===== src/bsf_cfg.svh =====
// Register offsets, field positions, reset values of the bias status block.
// Assumes inclusion by the top module only; the package does not include it.
`ifndef BSF_CFG_SVH
`define BSF_CFG_SVH
`define BSF_OFF_STATUS     12'h000
`define BSF_OFF_STREAM     12'h004
`define BSF_OFF_CTRL       12'h008
`define BSF_OFF_SWCLR      12'h00c
`define BSF_OFF_QUEUE      12'h010
`define BSF_BIT_BUSY       11
`define BSF_BIT_RESTART    10
`define BSF_BIT_EMPTY      9
`define BSF_BIT_OVER       8
`define BSF_BIT_CTRL_MODE  0
`define BSF_BIT_CTRL_DIE   1
`define BSF_BIT_FIRE       6
`define BSF_BIT_ARM        5
`define BSF_STREAM_RST     16'h0000
`define BSF_EMPTY_TAG      4'hf
`define BSF_RESET_CYCLES   4'h8
`endif


===== src/bsf_pkg.sv =====
// Types shared by the bias status block.
// Assumes the configuration header sits beside it.
package bsf_pkg;
  typedef struct packed {
    logic [7:0] stream_word_count;
    logic [7:0] stream_start_addr;
  } bsf_stream_s;

  typedef struct packed {
    logic [1:0] hi;
    logic [1:0] lo;
  } bsf_pair_s;

  typedef struct packed {
    logic       ch2_current_above;
    logic       ch2_current_below;
    logic       ch2_temp_above;
    logic       ch2_temp_below;
    logic       ch1_current_above;
    logic       ch1_current_below;
    logic       ch1_temp_above;
    logic       ch1_temp_below;
  } bsf_alarm_s;

  typedef enum logic [1:0] {
    BSF_RST_IDLE  = 2'b00,
    BSF_RST_ARMED = 2'b01,
    BSF_RST_RUN   = 2'b10
  } bsf_rst_e;
endpackage


===== src/bsf_top.sv =====
// Status flags and table-streaming setup registers on an AHB-Lite slave.
// Assumes alarm, queue and arithmetic events arrive as same-clock pulses.
//
// Our own choices: the AHB-Lite slave port and the register offsets.
`include "bsf_cfg.svh"

// Behaviour
// RULE1 - Busy bit follows arithmetic activity; reads one from reset.
// RULE2 - Restart bit sets after full software reset, clears on status read.
// RULE3 - Empty bit high while queue holds nothing, low once written.
// RULE4 - Monitoring mode: overflow latches, clears on status read.
// RULE5 - Streaming mode: bit shows queue full, clears after one word leaves.
// RULE6 - Channel 2 high-current alarm latches, clears on status read.
// RULE7 - Channel 2 low-current alarm latches, clears on status read.
// RULE8 - Channel 2 high-temperature alarm latches, clears on status read.
// RULE9 - Channel 2 low-temperature alarm latches, clears on status read.
// RULE10 - Die-temperature option routes die alarms into channel 2 current bits.
// RULE11 - With that option, channel 2 temperature bits are don't care.
// RULE12 - Channel 1 high-current alarm latches, clears on status read.
// RULE13 - Channel 1 low-current alarm latches, clears on status read.
// RULE14 - Channel 1 high-temperature alarm latches, clears on status read.
// RULE15 - Channel 1 low-temperature alarm latches, clears on status read.
// RULE16 - Upper setup byte plus one gives words written, up to 256.
// RULE17 - Lower setup byte is the first word address; both reset zero.
// RULE18 - Empty queue read returns tag all ones with status contents.
// RULE19 - Full reset only when arm was written earlier, then fire written.
// RULE20 - Clear-on-read happens after capture; same-cycle events survive.
module bsf_top
  import bsf_pkg::*;
(
  input  wire logic        hclk,
  input  wire logic        hresetn,
  input  wire logic        hsel,
  input  wire logic [11:0] haddr,
  input  wire logic [1:0]  htrans,
  input  wire logic        hwrite,
  input  wire logic [2:0]  hsize,
  input  wire logic [31:0] hwdata,
  input  wire logic        hready,
  output logic      [31:0] hrdata,
  output logic             hreadyout,
  output logic             hresp,
  input  wire logic        calc_active,
  input  wire logic        queue_write,
  input  wire logic        queue_read,
  input  wire logic        queue_is_empty,
  input  wire logic        queue_is_full,
  input  wire logic        queue_overflow,
  input  wire logic [11:0] queue_head,
  input  wire logic [3:0]  queue_head_tag,
  input  wire bsf_alarm_s  alarm_event,
  input  wire bsf_pair_s   die_alarm_event,
  output bsf_stream_s      stream_setup,
  output logic             stream_mode,
  output logic             die_temp_on_ch2,
  output logic             total_reset_pulse,
  output logic             queue_pop
);

  logic [31:0] rdata_r;
  logic        busy_r;
  logic        restart_r;
  logic        empty_r;
  logic        over_r;
  bsf_alarm_s  alarm_r;
  bsf_stream_s stream_r;
  logic        mode_r;
  logic        die_r;
  bsf_rst_e    rst_state_r;
  bsf_rst_e    rst_state_nxt;
  logic [3:0]  rst_cnt_r;
  logic        reset_pulse_r;
  logic        pop_r;
  logic        wr_pend_r;
  logic [11:0] wr_addr_r;

  // Captures of reset-sensitive inputs are plain same-clock signals.
  wire         addr_phase = hsel & hready & htrans[1];
  wire         rd_now     = addr_phase & ~hwrite;
  wire         rd_status  = rd_now & (haddr == `BSF_OFF_STATUS);
  wire         rd_queue   = rd_now & (haddr == `BSF_OFF_QUEUE);
  wire         wr_stream  = wr_pend_r & (wr_addr_r == `BSF_OFF_STREAM);
  wire         wr_ctrl    = wr_pend_r & (wr_addr_r == `BSF_OFF_CTRL);
  wire         wr_swclr   = wr_pend_r & (wr_addr_r == `BSF_OFF_SWCLR);
  wire         fire_bit   = hwdata[`BSF_BIT_FIRE];
  wire         arm_bit    = hwdata[`BSF_BIT_ARM];
  wire         rst_done   = (rst_state_r == BSF_RST_RUN) &&
                            (rst_cnt_r == `BSF_RESET_CYCLES);

  // The die alarms take over the channel 2 current positions when enabled.
  wire         die_sel    = die_r;
  wire         c2_hi_set  = die_sel ? die_alarm_event.hi[0]
                                    : alarm_event.ch2_current_above; // RULE10
  wire         c2_lo_set  = die_sel ? die_alarm_event.lo[0]
                                    : alarm_event.ch2_current_below; // RULE10

  // Channel 2 temperature bits keep latching; software must ignore them.
  wire         c2_th_set  = alarm_event.ch2_temp_above; // RULE11
  wire         c2_tl_set  = alarm_event.ch2_temp_below; // RULE11

  wire [15:0]  status_word = {4'h0, busy_r, restart_r, empty_r, over_r,
                              alarm_r};

  wire [15:0]  queue_word  = queue_is_empty ?
                             {`BSF_EMPTY_TAG, status_word[11:0]}
                             : {queue_head_tag, queue_head}; // RULE18

  wire [31:0]  rd_mux = (haddr == `BSF_OFF_STATUS) ? {16'h0000, status_word}
                      : (haddr == `BSF_OFF_STREAM) ? {16'h0000, stream_r}
                      : (haddr == `BSF_OFF_CTRL)   ?
                        {30'h0, die_r, mode_r}
                      : (haddr == `BSF_OFF_QUEUE)  ? {16'h0000, queue_word}
                      : 32'h00000000;

  // Set beats clear so an alarm during the read reaches the next read.
  function automatic logic sticky(input logic cur, input logic set,
                                  input logic clr);
    sticky = set | (cur & ~clr);
  endfunction

  always_comb begin
    rst_state_nxt = rst_state_r;
    unique case (rst_state_r)
      BSF_RST_IDLE: begin
        if (wr_swclr && arm_bit && !fire_bit) begin
          rst_state_nxt = BSF_RST_ARMED;
        end
      end
      BSF_RST_ARMED: begin
        if (wr_swclr && fire_bit) begin
          rst_state_nxt = BSF_RST_RUN; // RULE19
        end else if (wr_swclr && !arm_bit) begin
          rst_state_nxt = BSF_RST_IDLE;
        end
      end
      BSF_RST_RUN: begin
        if (rst_done) begin
          rst_state_nxt = BSF_RST_IDLE;
        end
      end
      default: rst_state_nxt = BSF_RST_IDLE;
    endcase
  end

  always_ff @(posedge hclk or negedge hresetn) begin
    if (!hresetn) begin
      wr_pend_r <= 1'b0;
      wr_addr_r <= 12'h000;
      rdata_r   <= 32'h00000000;
    end else begin
      wr_pend_r <= addr_phase & hwrite;
      wr_addr_r <= haddr;
      rdata_r   <= rd_now ? rd_mux : 32'h00000000; // RULE20
    end
  end

  always_ff @(posedge hclk or negedge hresetn) begin
    if (!hresetn) begin
      stream_r <= `BSF_STREAM_RST; // RULE17
      mode_r   <= 1'b0;
      die_r    <= 1'b0;
    end else begin
      if (wr_stream) begin
        stream_r <= hwdata[15:0]; // RULE16 RULE17
      end
      if (wr_ctrl) begin
        mode_r <= hwdata[`BSF_BIT_CTRL_MODE];
        die_r  <= hwdata[`BSF_BIT_CTRL_DIE];
      end
    end
  end

  always_ff @(posedge hclk or negedge hresetn) begin
    if (!hresetn) begin
      rst_state_r   <= BSF_RST_IDLE;
      rst_cnt_r     <= 4'h0;
      reset_pulse_r <= 1'b0;
      restart_r     <= 1'b0;
    end else begin
      rst_state_r   <= rst_state_nxt;
      rst_cnt_r     <= (rst_state_r == BSF_RST_RUN) ?
                       rst_cnt_r + 4'h1 : 4'h0;
      reset_pulse_r <= (rst_state_r == BSF_RST_ARMED) &&
                       (rst_state_nxt == BSF_RST_RUN); // RULE19
      restart_r     <= sticky(restart_r, rst_done, rd_status); // RULE2
    end
  end

  always_ff @(posedge hclk or negedge hresetn) begin
    if (!hresetn) begin
      busy_r  <= 1'b1; // RULE1
      empty_r <= 1'b0;
      over_r  <= 1'b0;
      pop_r   <= 1'b0;
    end else begin
      busy_r  <= calc_active; // RULE1
      empty_r <= queue_is_empty & ~queue_write; // RULE3
      pop_r   <= rd_queue & ~queue_is_empty;
      if (mode_r) begin
        over_r <= queue_is_full & ~queue_read; // RULE5
      end else begin
        over_r <= sticky(over_r, queue_overflow, rd_status); // RULE4
      end
    end
  end

  always_ff @(posedge hclk or negedge hresetn) begin
    if (!hresetn) begin
      alarm_r <= '0;
    end else begin
      alarm_r.ch2_current_above <= sticky(alarm_r.ch2_current_above,
                                          c2_hi_set, rd_status); // RULE6
      alarm_r.ch2_current_below <= sticky(alarm_r.ch2_current_below,
                                          c2_lo_set, rd_status); // RULE7
      alarm_r.ch2_temp_above    <= sticky(alarm_r.ch2_temp_above,
                                          c2_th_set, rd_status); // RULE8
      alarm_r.ch2_temp_below    <= sticky(alarm_r.ch2_temp_below,
                                          c2_tl_set, rd_status); // RULE9
      alarm_r.ch1_current_above <= sticky(alarm_r.ch1_current_above,
                          alarm_event.ch1_current_above, rd_status); // RULE12
      alarm_r.ch1_current_below <= sticky(alarm_r.ch1_current_below,
                          alarm_event.ch1_current_below, rd_status); // RULE13
      alarm_r.ch1_temp_above    <= sticky(alarm_r.ch1_temp_above,
                          alarm_event.ch1_temp_above, rd_status); // RULE14
      alarm_r.ch1_temp_below    <= sticky(alarm_r.ch1_temp_below,
                          alarm_event.ch1_temp_below, rd_status); // RULE15
    end
  end

  // Zero-wait slave: every transfer completes in its first data phase.
  assign hrdata            = rdata_r;
  assign hreadyout         = 1'b1;
  assign hresp             = 1'b0;
  assign stream_setup      = stream_r;
  assign stream_mode       = mode_r;
  assign die_temp_on_ch2   = die_r;
  assign total_reset_pulse = reset_pulse_r;
  assign queue_pop         = pop_r;

endmodule


===== config.mk =====
export PLATFORM = sky130hd
export DESIGN_NAME = bsf_top
export DESIGN_NICKNAME = d
export VERILOG_FILES = /design/src/bsf_pkg.sv /design/src/bsf_top.sv
export VERILOG_INCLUDE_DIRS = /design/src /design/src/src
export SDC_FILE = /design/constraint.sdc
export NUM_CORES = 1
export LEC_CHECK = 0
export BUFFER_PORTS_ARGS = -buffer_cell sky130_fd_sc_hd__buf_2
export CAP_MARGIN = 20
export CELL_PAD_IN_SITES_DETAIL_PLACEMENT = 0
export CELL_PAD_IN_SITES_GLOBAL_PLACEMENT = 1
export CORE_UTILIZATION = 36
export CTS_BUF_LIST = sky130_fd_sc_hd__clkbuf_4
export DETAILED_ROUTE_END_ITERATION = 16
export PLACE_DENSITY_LB_ADDON = 0.1
export RECOVER_POWER = 100
export SYNTH_ARGS = -nofsm -noshare
export SYNTH_HDL_FRONTEND = slang
export SYNTH_SLANG_ARGS = --single-unit

===== constraint.sdc =====
create_clock -name hclk -period 2 [get_ports hclk]
set_input_delay 0.1 -clock hclk [delete_from_list [all_inputs] [get_ports hclk]]
set_output_delay 0.1 -clock hclk [all_outputs]
set_load 0.02 [all_outputs]

# [Word-level counts from Yosys, hierarchy flattened]
# Index checks and enable logic that the tools add are counted.
# Widths: inputs -> output; s select.
[classes] add_sub_neg=1 n_eq_ne=10 n_mux=15 bitwise=37 n_reduce_logical=10
[op_table] cell="$mux 16" count=6
[op_table] cell="$eq 12x4->1 const B" count=3
[op_table] cell="$eq 12x3->1 const B" count=2
[op_table] cell="$and 1x1->1" count=22
[op_table] cell="$eq 12x5->1 const B" count=1
[op_table] cell="$logic_not 12->1" count=1
[op_table] cell="$or 1x1->1" count=10
[op_table] cell="$mux 2" count=4
[op_table] cell="$logic_and 1x1->1" count=6
[op_table] cell="$pmux 2 s3" count=1
[op_table] cell="$not 1->1" count=5
[op_table] cell="$add 4x1->4 const B" count=1
[op_table] cell="$eq 2x2->1 const B" count=2
[op_table] cell="$eq 4x4->1 const B" count=1
[op_table] cell="$mux 4" count=1
[op_table] cell="$mux 1" count=3
[op_table] cell="$eq 2x1->1 const B" count=1
[op_table] cell="$logic_not 1->1" count=2
[op_table] cell="$logic_not 2->1" count=1
[totals] reg_bits=67 input_bits=88 word_cells=96

# [Depth between registers and ports, before layout]
# Gate-level depths: netlist of run 1.
[logic_depth] word_depth=8 depth_mapped=6

# [Least setup slack after synthesis of run 1]
# No wires, ideal clock.
[synth_timing] kind="register -> register" start="reg wr_addr_r[1]" end="reg stream_r, in the netlist stream_setup[0]" arrival_time_ps=1682 path_slack_ps=194 path_stages_with_launch=7 cell_sequence="dfrtp_1 nor4_2 nand3_1 or3b_1 buf_2 buf_6 mux2_2"
[synth_via] elab_chain_len=2
[synth_lines] item="from (decl)" line="bsf_top.sv:75" source="logic [11:0] wr_addr_r;"
[synth_lines] item="from (signal assigned)" line="bsf_top.sv:152" source="wr_addr_r <= haddr;"
[synth_lines] item="$eq 12x3->1 (no line)"
[synth_lines] item="$and 1x1->1" line="bsf_top.sv:82" source="wire wr_stream = wr_pend_r & (wr_addr_r == `BSF_OFF_STREAM);"
[synth_lines] item="to (signal assigned)" line="bsf_top.sv:159" source="stream_r <= `BSF_STREAM_RST;"
[synth_lines] item="to (signal assigned)" line="bsf_top.sv:164" source="stream_r <= hwdata[15:0];"
[synth_lines] item="to (decl)" line="bsf_top.sv:66" source="bsf_stream_s stream_r;"
# No other way between the ends.
# A chain may end at the register's enable or synchronous reset.

# [Final worst setup path of run 1]
[layout_timing] start="in haddr[0]" end="reg alarm_r[1] in the netlist's numbering"
[layout_via] elab_chain_len=5
[layout_lines] item="from (decl)" line="bsf_top.sv:34" source="input wire logic [11:0] haddr,"
[layout_lines] item="$logic_not 12->1 (no line)"
[layout_lines] item="$and 1x1->1" line="bsf_top.sv:80" source="wire rd_status = rd_now & (haddr == `BSF_OFF_STATUS);"
[layout_lines] item="$not 1->1" line="bsf_top.sv:118" source="sticky = set | (cur & ~clr);"
[layout_lines] item="$and 1x1->1" line="bsf_top.sv:118"
[layout_lines] item="$or 1x1->1" line="bsf_top.sv:118"
[layout_lines] item="to (decl)" line="bsf_top.sv:65" source="bsf_alarm_s alarm_r;"
# No other way between the ends.

==> out/summary.txt, run 1 <==
Result of the run = finished, violations left
Violated checks = capacitance limit, slew limit
Pin count of the biggest net entering global routing = 68
Sequential share of power = 56.3%
Via count = 2451
Initial drt markers = 61
Mapped cell area = 2994 um2
Fin crit share = 96.57%
Cell with the most instances after synthesis = dfrtp_1
Share of layout cells above drive strength 1 = 24.82%
Relative slew slack = -10.14%
CTS tree = yes
Synth top area share = 55.16%
RSZ-0062 raised after global routing = no
CTS H-tree depth = 3
Final Hold Fails = 0
Critical Path RT = 2.29 ns
Clock network fraction of total power = 28.4%
HPWL after DPL = 5196 um
Die Ht = 93.20 um
Cells after Synth = 259
Slew Limit Fails = 68
Clock Tree Root = clkbuf_4
Post-Route WL = 7726 um
Combinational power share = 15.3%
WL/cell = 14.72 um
Max-Cap Viols = 1
Core area = 7888 um2
Pwr Density = 638.3 nW/um2
Worst hold path depth = 3
Yosys Warn Count = 0
Area Overhead vs Synth = 37.28%
Switching power = 727.9 uW
# IOs = 142
Final #Nets = 508
Register area share after synthesis = 56.04%
Clk_skew = 0.01012 ns
Async S/R FF share, synth = 100.0%
Worst-Margin Slew = 1.652 ns
Pint = 1.896 mW
Skew-Pair Late Insertion Delay = 0.40 ns
Placement Setup Slack = 0.06170 ns
Highest Clock Rate = 0.5178 GHz
Mean Syn Cell Area = 11.56 um2
EDFF count, synth = 0
DR vias/cell = 4.669
Top cells by count, synth = dfrtp_1, nand2_1, mux2_2, buf_4, o21ai_0
Yosys cell types = 43
Worst vdd ir = 0.2925 mV
TritonCTS Sinks = 67
Worst hold path type = in -> reg
Number of diodes = 0
Clock slew at the register clock pins of the worst setup and hold paths = 0.10 ns
Max Root-Sink Buffers = 2
Switching part of the total power = 27.75%
Slack of the critical path = 0.06861 ns
Die ar. = 8685 um2
Antenna violations before repair = 0
Fillcell total = 759
Total CTS buffers = 9
Drt pass-1 iters = 4
Synth top area cells = dfrtp_1, mux2_2, buf_4, mux2i_1, o21ai_0
Final Core Density = 52.11%
Min Clock Period, post-route = 1.931 ns
CP Data Arrival Time = 2.23 ns
Leak = 1.782 nW
Tot Pwr = 2.624 mW
CP startpoint kind = input pin
IO buf count = 101
Final Setup Violations = 0
Yosys reg bits = 67
Crit. End Element = flop
Synth area leader = dfrtp_1
Vias in the first global route = 2483
Row count = 32
Final GP Congestion = 0.7754
Overflow after GRT = 0
Ys flop type = dfrtp_1
Setup Total Neg Slack = 0 ns
Worst Reg2Reg Path Length in Cells = 5
First-pass GRT wire length = 12370 um
Starting density of the core = 37.96%
DRC viols = 0
Routed Antenna Nets = 0
Die Wd = 93.20 um
Critical path type = in -> reg
Total track usage = 19.18%
Crit-path max FO = 8
cell usage in the layout, fill, tap and decap left out, types with 5 or more instances in the layout:
cell type	n
nand3_1	5
clkbuf_1	52
dfrtp_1	66
a22oi_1	10
dlygate4sd3_1	46
nand2_1	21
conb_1	18
buf_2	53
o21ai_0	18
buf_4	6
clkbuf_4	12
mux2i_1	11
inv_1	7
a21o_1	6
nor2_1	17
mux2_2	20
area by class of cell:
cell class	instances	area, um2	area share [%]
Sequential cell	67	1678	40.82
Timing Repair Buffer	159	982.2	23.90
Tap cell	102	127.6	3.105
Inverter	7	26.28	0.6393
Multi-Input combinational cell	174	1189	28.92
Clock inverter	4	17.52	0.4262
Clock buffer	12	90.09	2.192
through the flow:
stage | hold slack [ns] | cell area [um2] | cells
final | 0.05035 | 4110 | 525
after global routing | 0.03235 | 4110 | 525
after CTS | 0.01502 | 4178 | 525
after floorplan | -0.1956 | 3054 | 275
after detailed placement | 0.2128 | 3610 | 463
after global placement | 0.2091 | 3610 | 463
power groups by stage:
stage / Combinational (mW) / Sequential, mW / Clock [mW]
floorplan: 0.198 / 1.51 / 0
global placement: 0.341 / 1.50 / 0
detailed placement: 0.344 / 1.50 / 0
CTS: 0.413 / 1.48 / 0.779
global route: 0.449 / 1.49 / 0.837
finish: 0.401 / 1.48 / 0.745
state kept, by name, indices dropped and copies added, names as in the netlist, 2 cells and up:
name          cells
hrdata           16
stream_setup     16
wr_addr_r        12
alarm_r           8
rst_cnt_r         4
rst_state_r       2
layer usage:
layer | track usage [%] | share of wire (%)
met5 | 0 | 0
met4 | 5.513 | 1.0
met3 | 6.016 | 5.4
met2 | 30.76 | 48
met1 | 24.91 | 46
logic make-up after synthesis:
group | synth area share, %
simple gates | 13.37
flops | 56.04
compound gates | 10.57
buf+inv | 7.146
mux | 11.20
fa+ha+maj | 0.8356
other cells | 0.2508
xor+xnor | 0.5851
what timing repair did:
item	in CTS	in global routing
buffers inserted	0	0
gates resized for setup	0	3
hold buffers	46	0
setup endpoints to repair	0	20
hold endpoints to repair	112	0
critical path, stage by stage:
cell and delay [ns]:
dlygate4sd3_1 0.54, clkbuf_1 0.14, or4_1 0.57, nor3_2 0.32, nand3_4 0.19, buf_4 0.20
a21o_1 0.17
worst paths after layout:
kind | startpoint | to | slack, ns
worst min register to register | rst_state_r[1] | rst_state_r[0] | 0.47
min in group asynchronous | hresetn | hrdata[0] | 0.65
worst max-delay path | haddr[0] | alarm_r[1] | 0.07
worst min-delay path | queue_read | over_r | 0.05
max in group asynchronous | hresetn | stream_setup[12] | 0.36
worst max register to register | wr_addr_r[7] | stream_setup[0] | 0.14
(Power assumes the default switching activity.)
==> run 2, diff against run 1 <==
PLACE_DENSITY = 0.79   (was unset)
PLACE_DENSITY_LB_ADDON = unset   (was 0.1)
==> run 2 against run 1 <==
  * The run now ends clean
  * Clock skew increased by 0.0030 ns
  * Total power increased by 11%
  * Maximum frequency decreased by 0.89%
  * Critical endpoint is now alarm_r[6]
  * Largest power group unchanged
==> out/summary.txt, run 2 (synthesis results as in run 1) <==
# IOs = 142
Final #Nets = 508
CP Data Arrival Time = 2.25 ns
First-pass GRT wire length = 12450 um
Clk_skew = 0.01307 ns
DRC viols = 0
Area Overhead vs Synth = 40.74%
Result of the run = completed
Pin count of the biggest net entering global routing = 30
Via count = 2511
CP startpoint kind = input pin
Setup Total Neg Slack = 0 ns
Clock slew at the register clock pins of the worst setup and hold paths = 0.11 ns
Slack of the critical path = 0.05130 ns
Placement Setup Slack = 0.06109 ns
Slew Limit Fails = 0
Share of layout cells above drive strength 1 = 26.00%
Crit. End Element = flop
Initial drt markers = 64
Min Clock Period, post-route = 1.949 ns
Die Ht = 93.20 um
HPWL after DPL = 5304 um
Hold Slack = 0.06296 ns
Total track usage = 19.66%
Crit-path max FO = 10
Highest Clock Rate = 0.5132 GHz
Die Wd = 93.20 um
Worst r2r src = wr_addr_r[9]
Worst hold path type = in -> reg
Final Hold Fails = 0
Non-filler instance count after layout = 525
IO buf count = 101
Drt pass-1 iters = 4
WL/cell = 15.26 um
Pwr Density = 688.4 nW/um2
Post-Route WL = 8012 um
Max-Cap Viols = 0
CTS tree = yes
Die ar. = 8685 um2
Core area = 7888 um2
Skew-Pair Late Insertion Delay = 0.42 ns
Starting density of the core = 37.96%
Critical path type = in -> reg
Worst-Margin Slew = 1.216 ns
Clock Tree Root = clkbuf_4
Antenna violations before repair = 0
Overflow after GRT = 0
Number of diodes = 0
Most common cell after layout, fill and taps aside = dfrtp_1
Leak = 1.815 nW
Relative slew slack = 18.94%
Final Setup Violations = 0
Most frequent cells in the layout = dfrtp_1, buf_2, clkbuf_1
CTS H-tree depth = 3
Total CTS buffers = 9
Worst vdd ir = 0.2610 mV
Placed insts = 462
DR vias/cell = 4.783
Row count = 32
Critical path origin = haddr[1]
Tot Pwr = 2.901 mW
Max Root-Sink Buffers = 2
Final GP Congestion = 0.7668
Internal reg-to-reg setup slack = 0.07 ns
Critical Path RT = 2.30 ns
Worst hold path depth = 5
TritonCTS Sinks = 67
Worst Reg2Reg Path Length in Cells = 5
Routed Antenna Nets = 0
Hold Crit Start = queue_head[6]
Vias in the first global route = 2484
Fin crit share = 97.44%
## run 2: changes by cell type in the layout (fill, tap and decap cells not counted), moves of 2 or more
cell        change
clkinvlp_4      +2
clkbuf_1        -3
buf_12          +2
bufinv_16       +2
clkbuf_4        -3
## run 2: area by class of cell
cell class                      instances  area [um2]
Multi-Input combinational cell        174        1205
Clock buffer                            9       67.56
Sequential cell                        67        1678
Timing Repair Buffer                  159        1017
Tap cell                              102       127.6
Inverter                                7       26.28
Clock inverter                          7       92.59
Fill cell                             714        3674
## run 2: power breakdown
part / total (mW) / switching (mW) / internal, mW
sequential: 1.48 / 0.0572 / 1.42
combinational: 0.413 / 0.221 / 0.191
clock: 1.01 / 0.505 / 0.502
total: 2.90 / 0.783 / 2.12
## run 2: critical path, cell delays in order
cell and delay, ns:
dlygate4sd3_1 0.55, clkbuf_1 0.15, or4_1 0.59, nor3_2 0.30, nand3_4 0.22, a221o_1 0.33
## run 2: repair_timing
action,in CTS,in global routing
hold buffers,47,0
endpoints found under the setup margin,0,18
resized for setup,0,6
setup buffers,0,0
hold endpoints to repair,66,0
## run 2: metrics by stage
| stage | cell area, um2 | utilization, % |
|---|---|---|
| finish | 4214 | 53.43 |
| global route | 4214 | 53.43 |
| CTS | 4243 | 53.79 |
| detailed placement | 3612 | 45.80 |
| global placement | 3612 | 45.80 |
| floorplan | 3054 | - |
## run 2: path summary, 6_finish.rpt
check | to
min in group asynchronous | wr_addr_r[5]
worst min-delay path | hrdata[6]
max in group asynchronous | busy_r
worst max register to register | stream_setup[3]
worst min register to register | rst_cnt_r[0]
worst max-delay path | alarm_r[6]
## run 2: per-layer routing
layer | track usage (%) | routed length (um) | vias to the layer above
li1 | - | - | 1197
met1 | 25.85 | 3535 | 1222
met2 | 31.19 | 3968 | 83
met3 | 4.553 | 406 | 9
met4 | 8.077 | 102 | 0
met5 | 0 | 0 | -
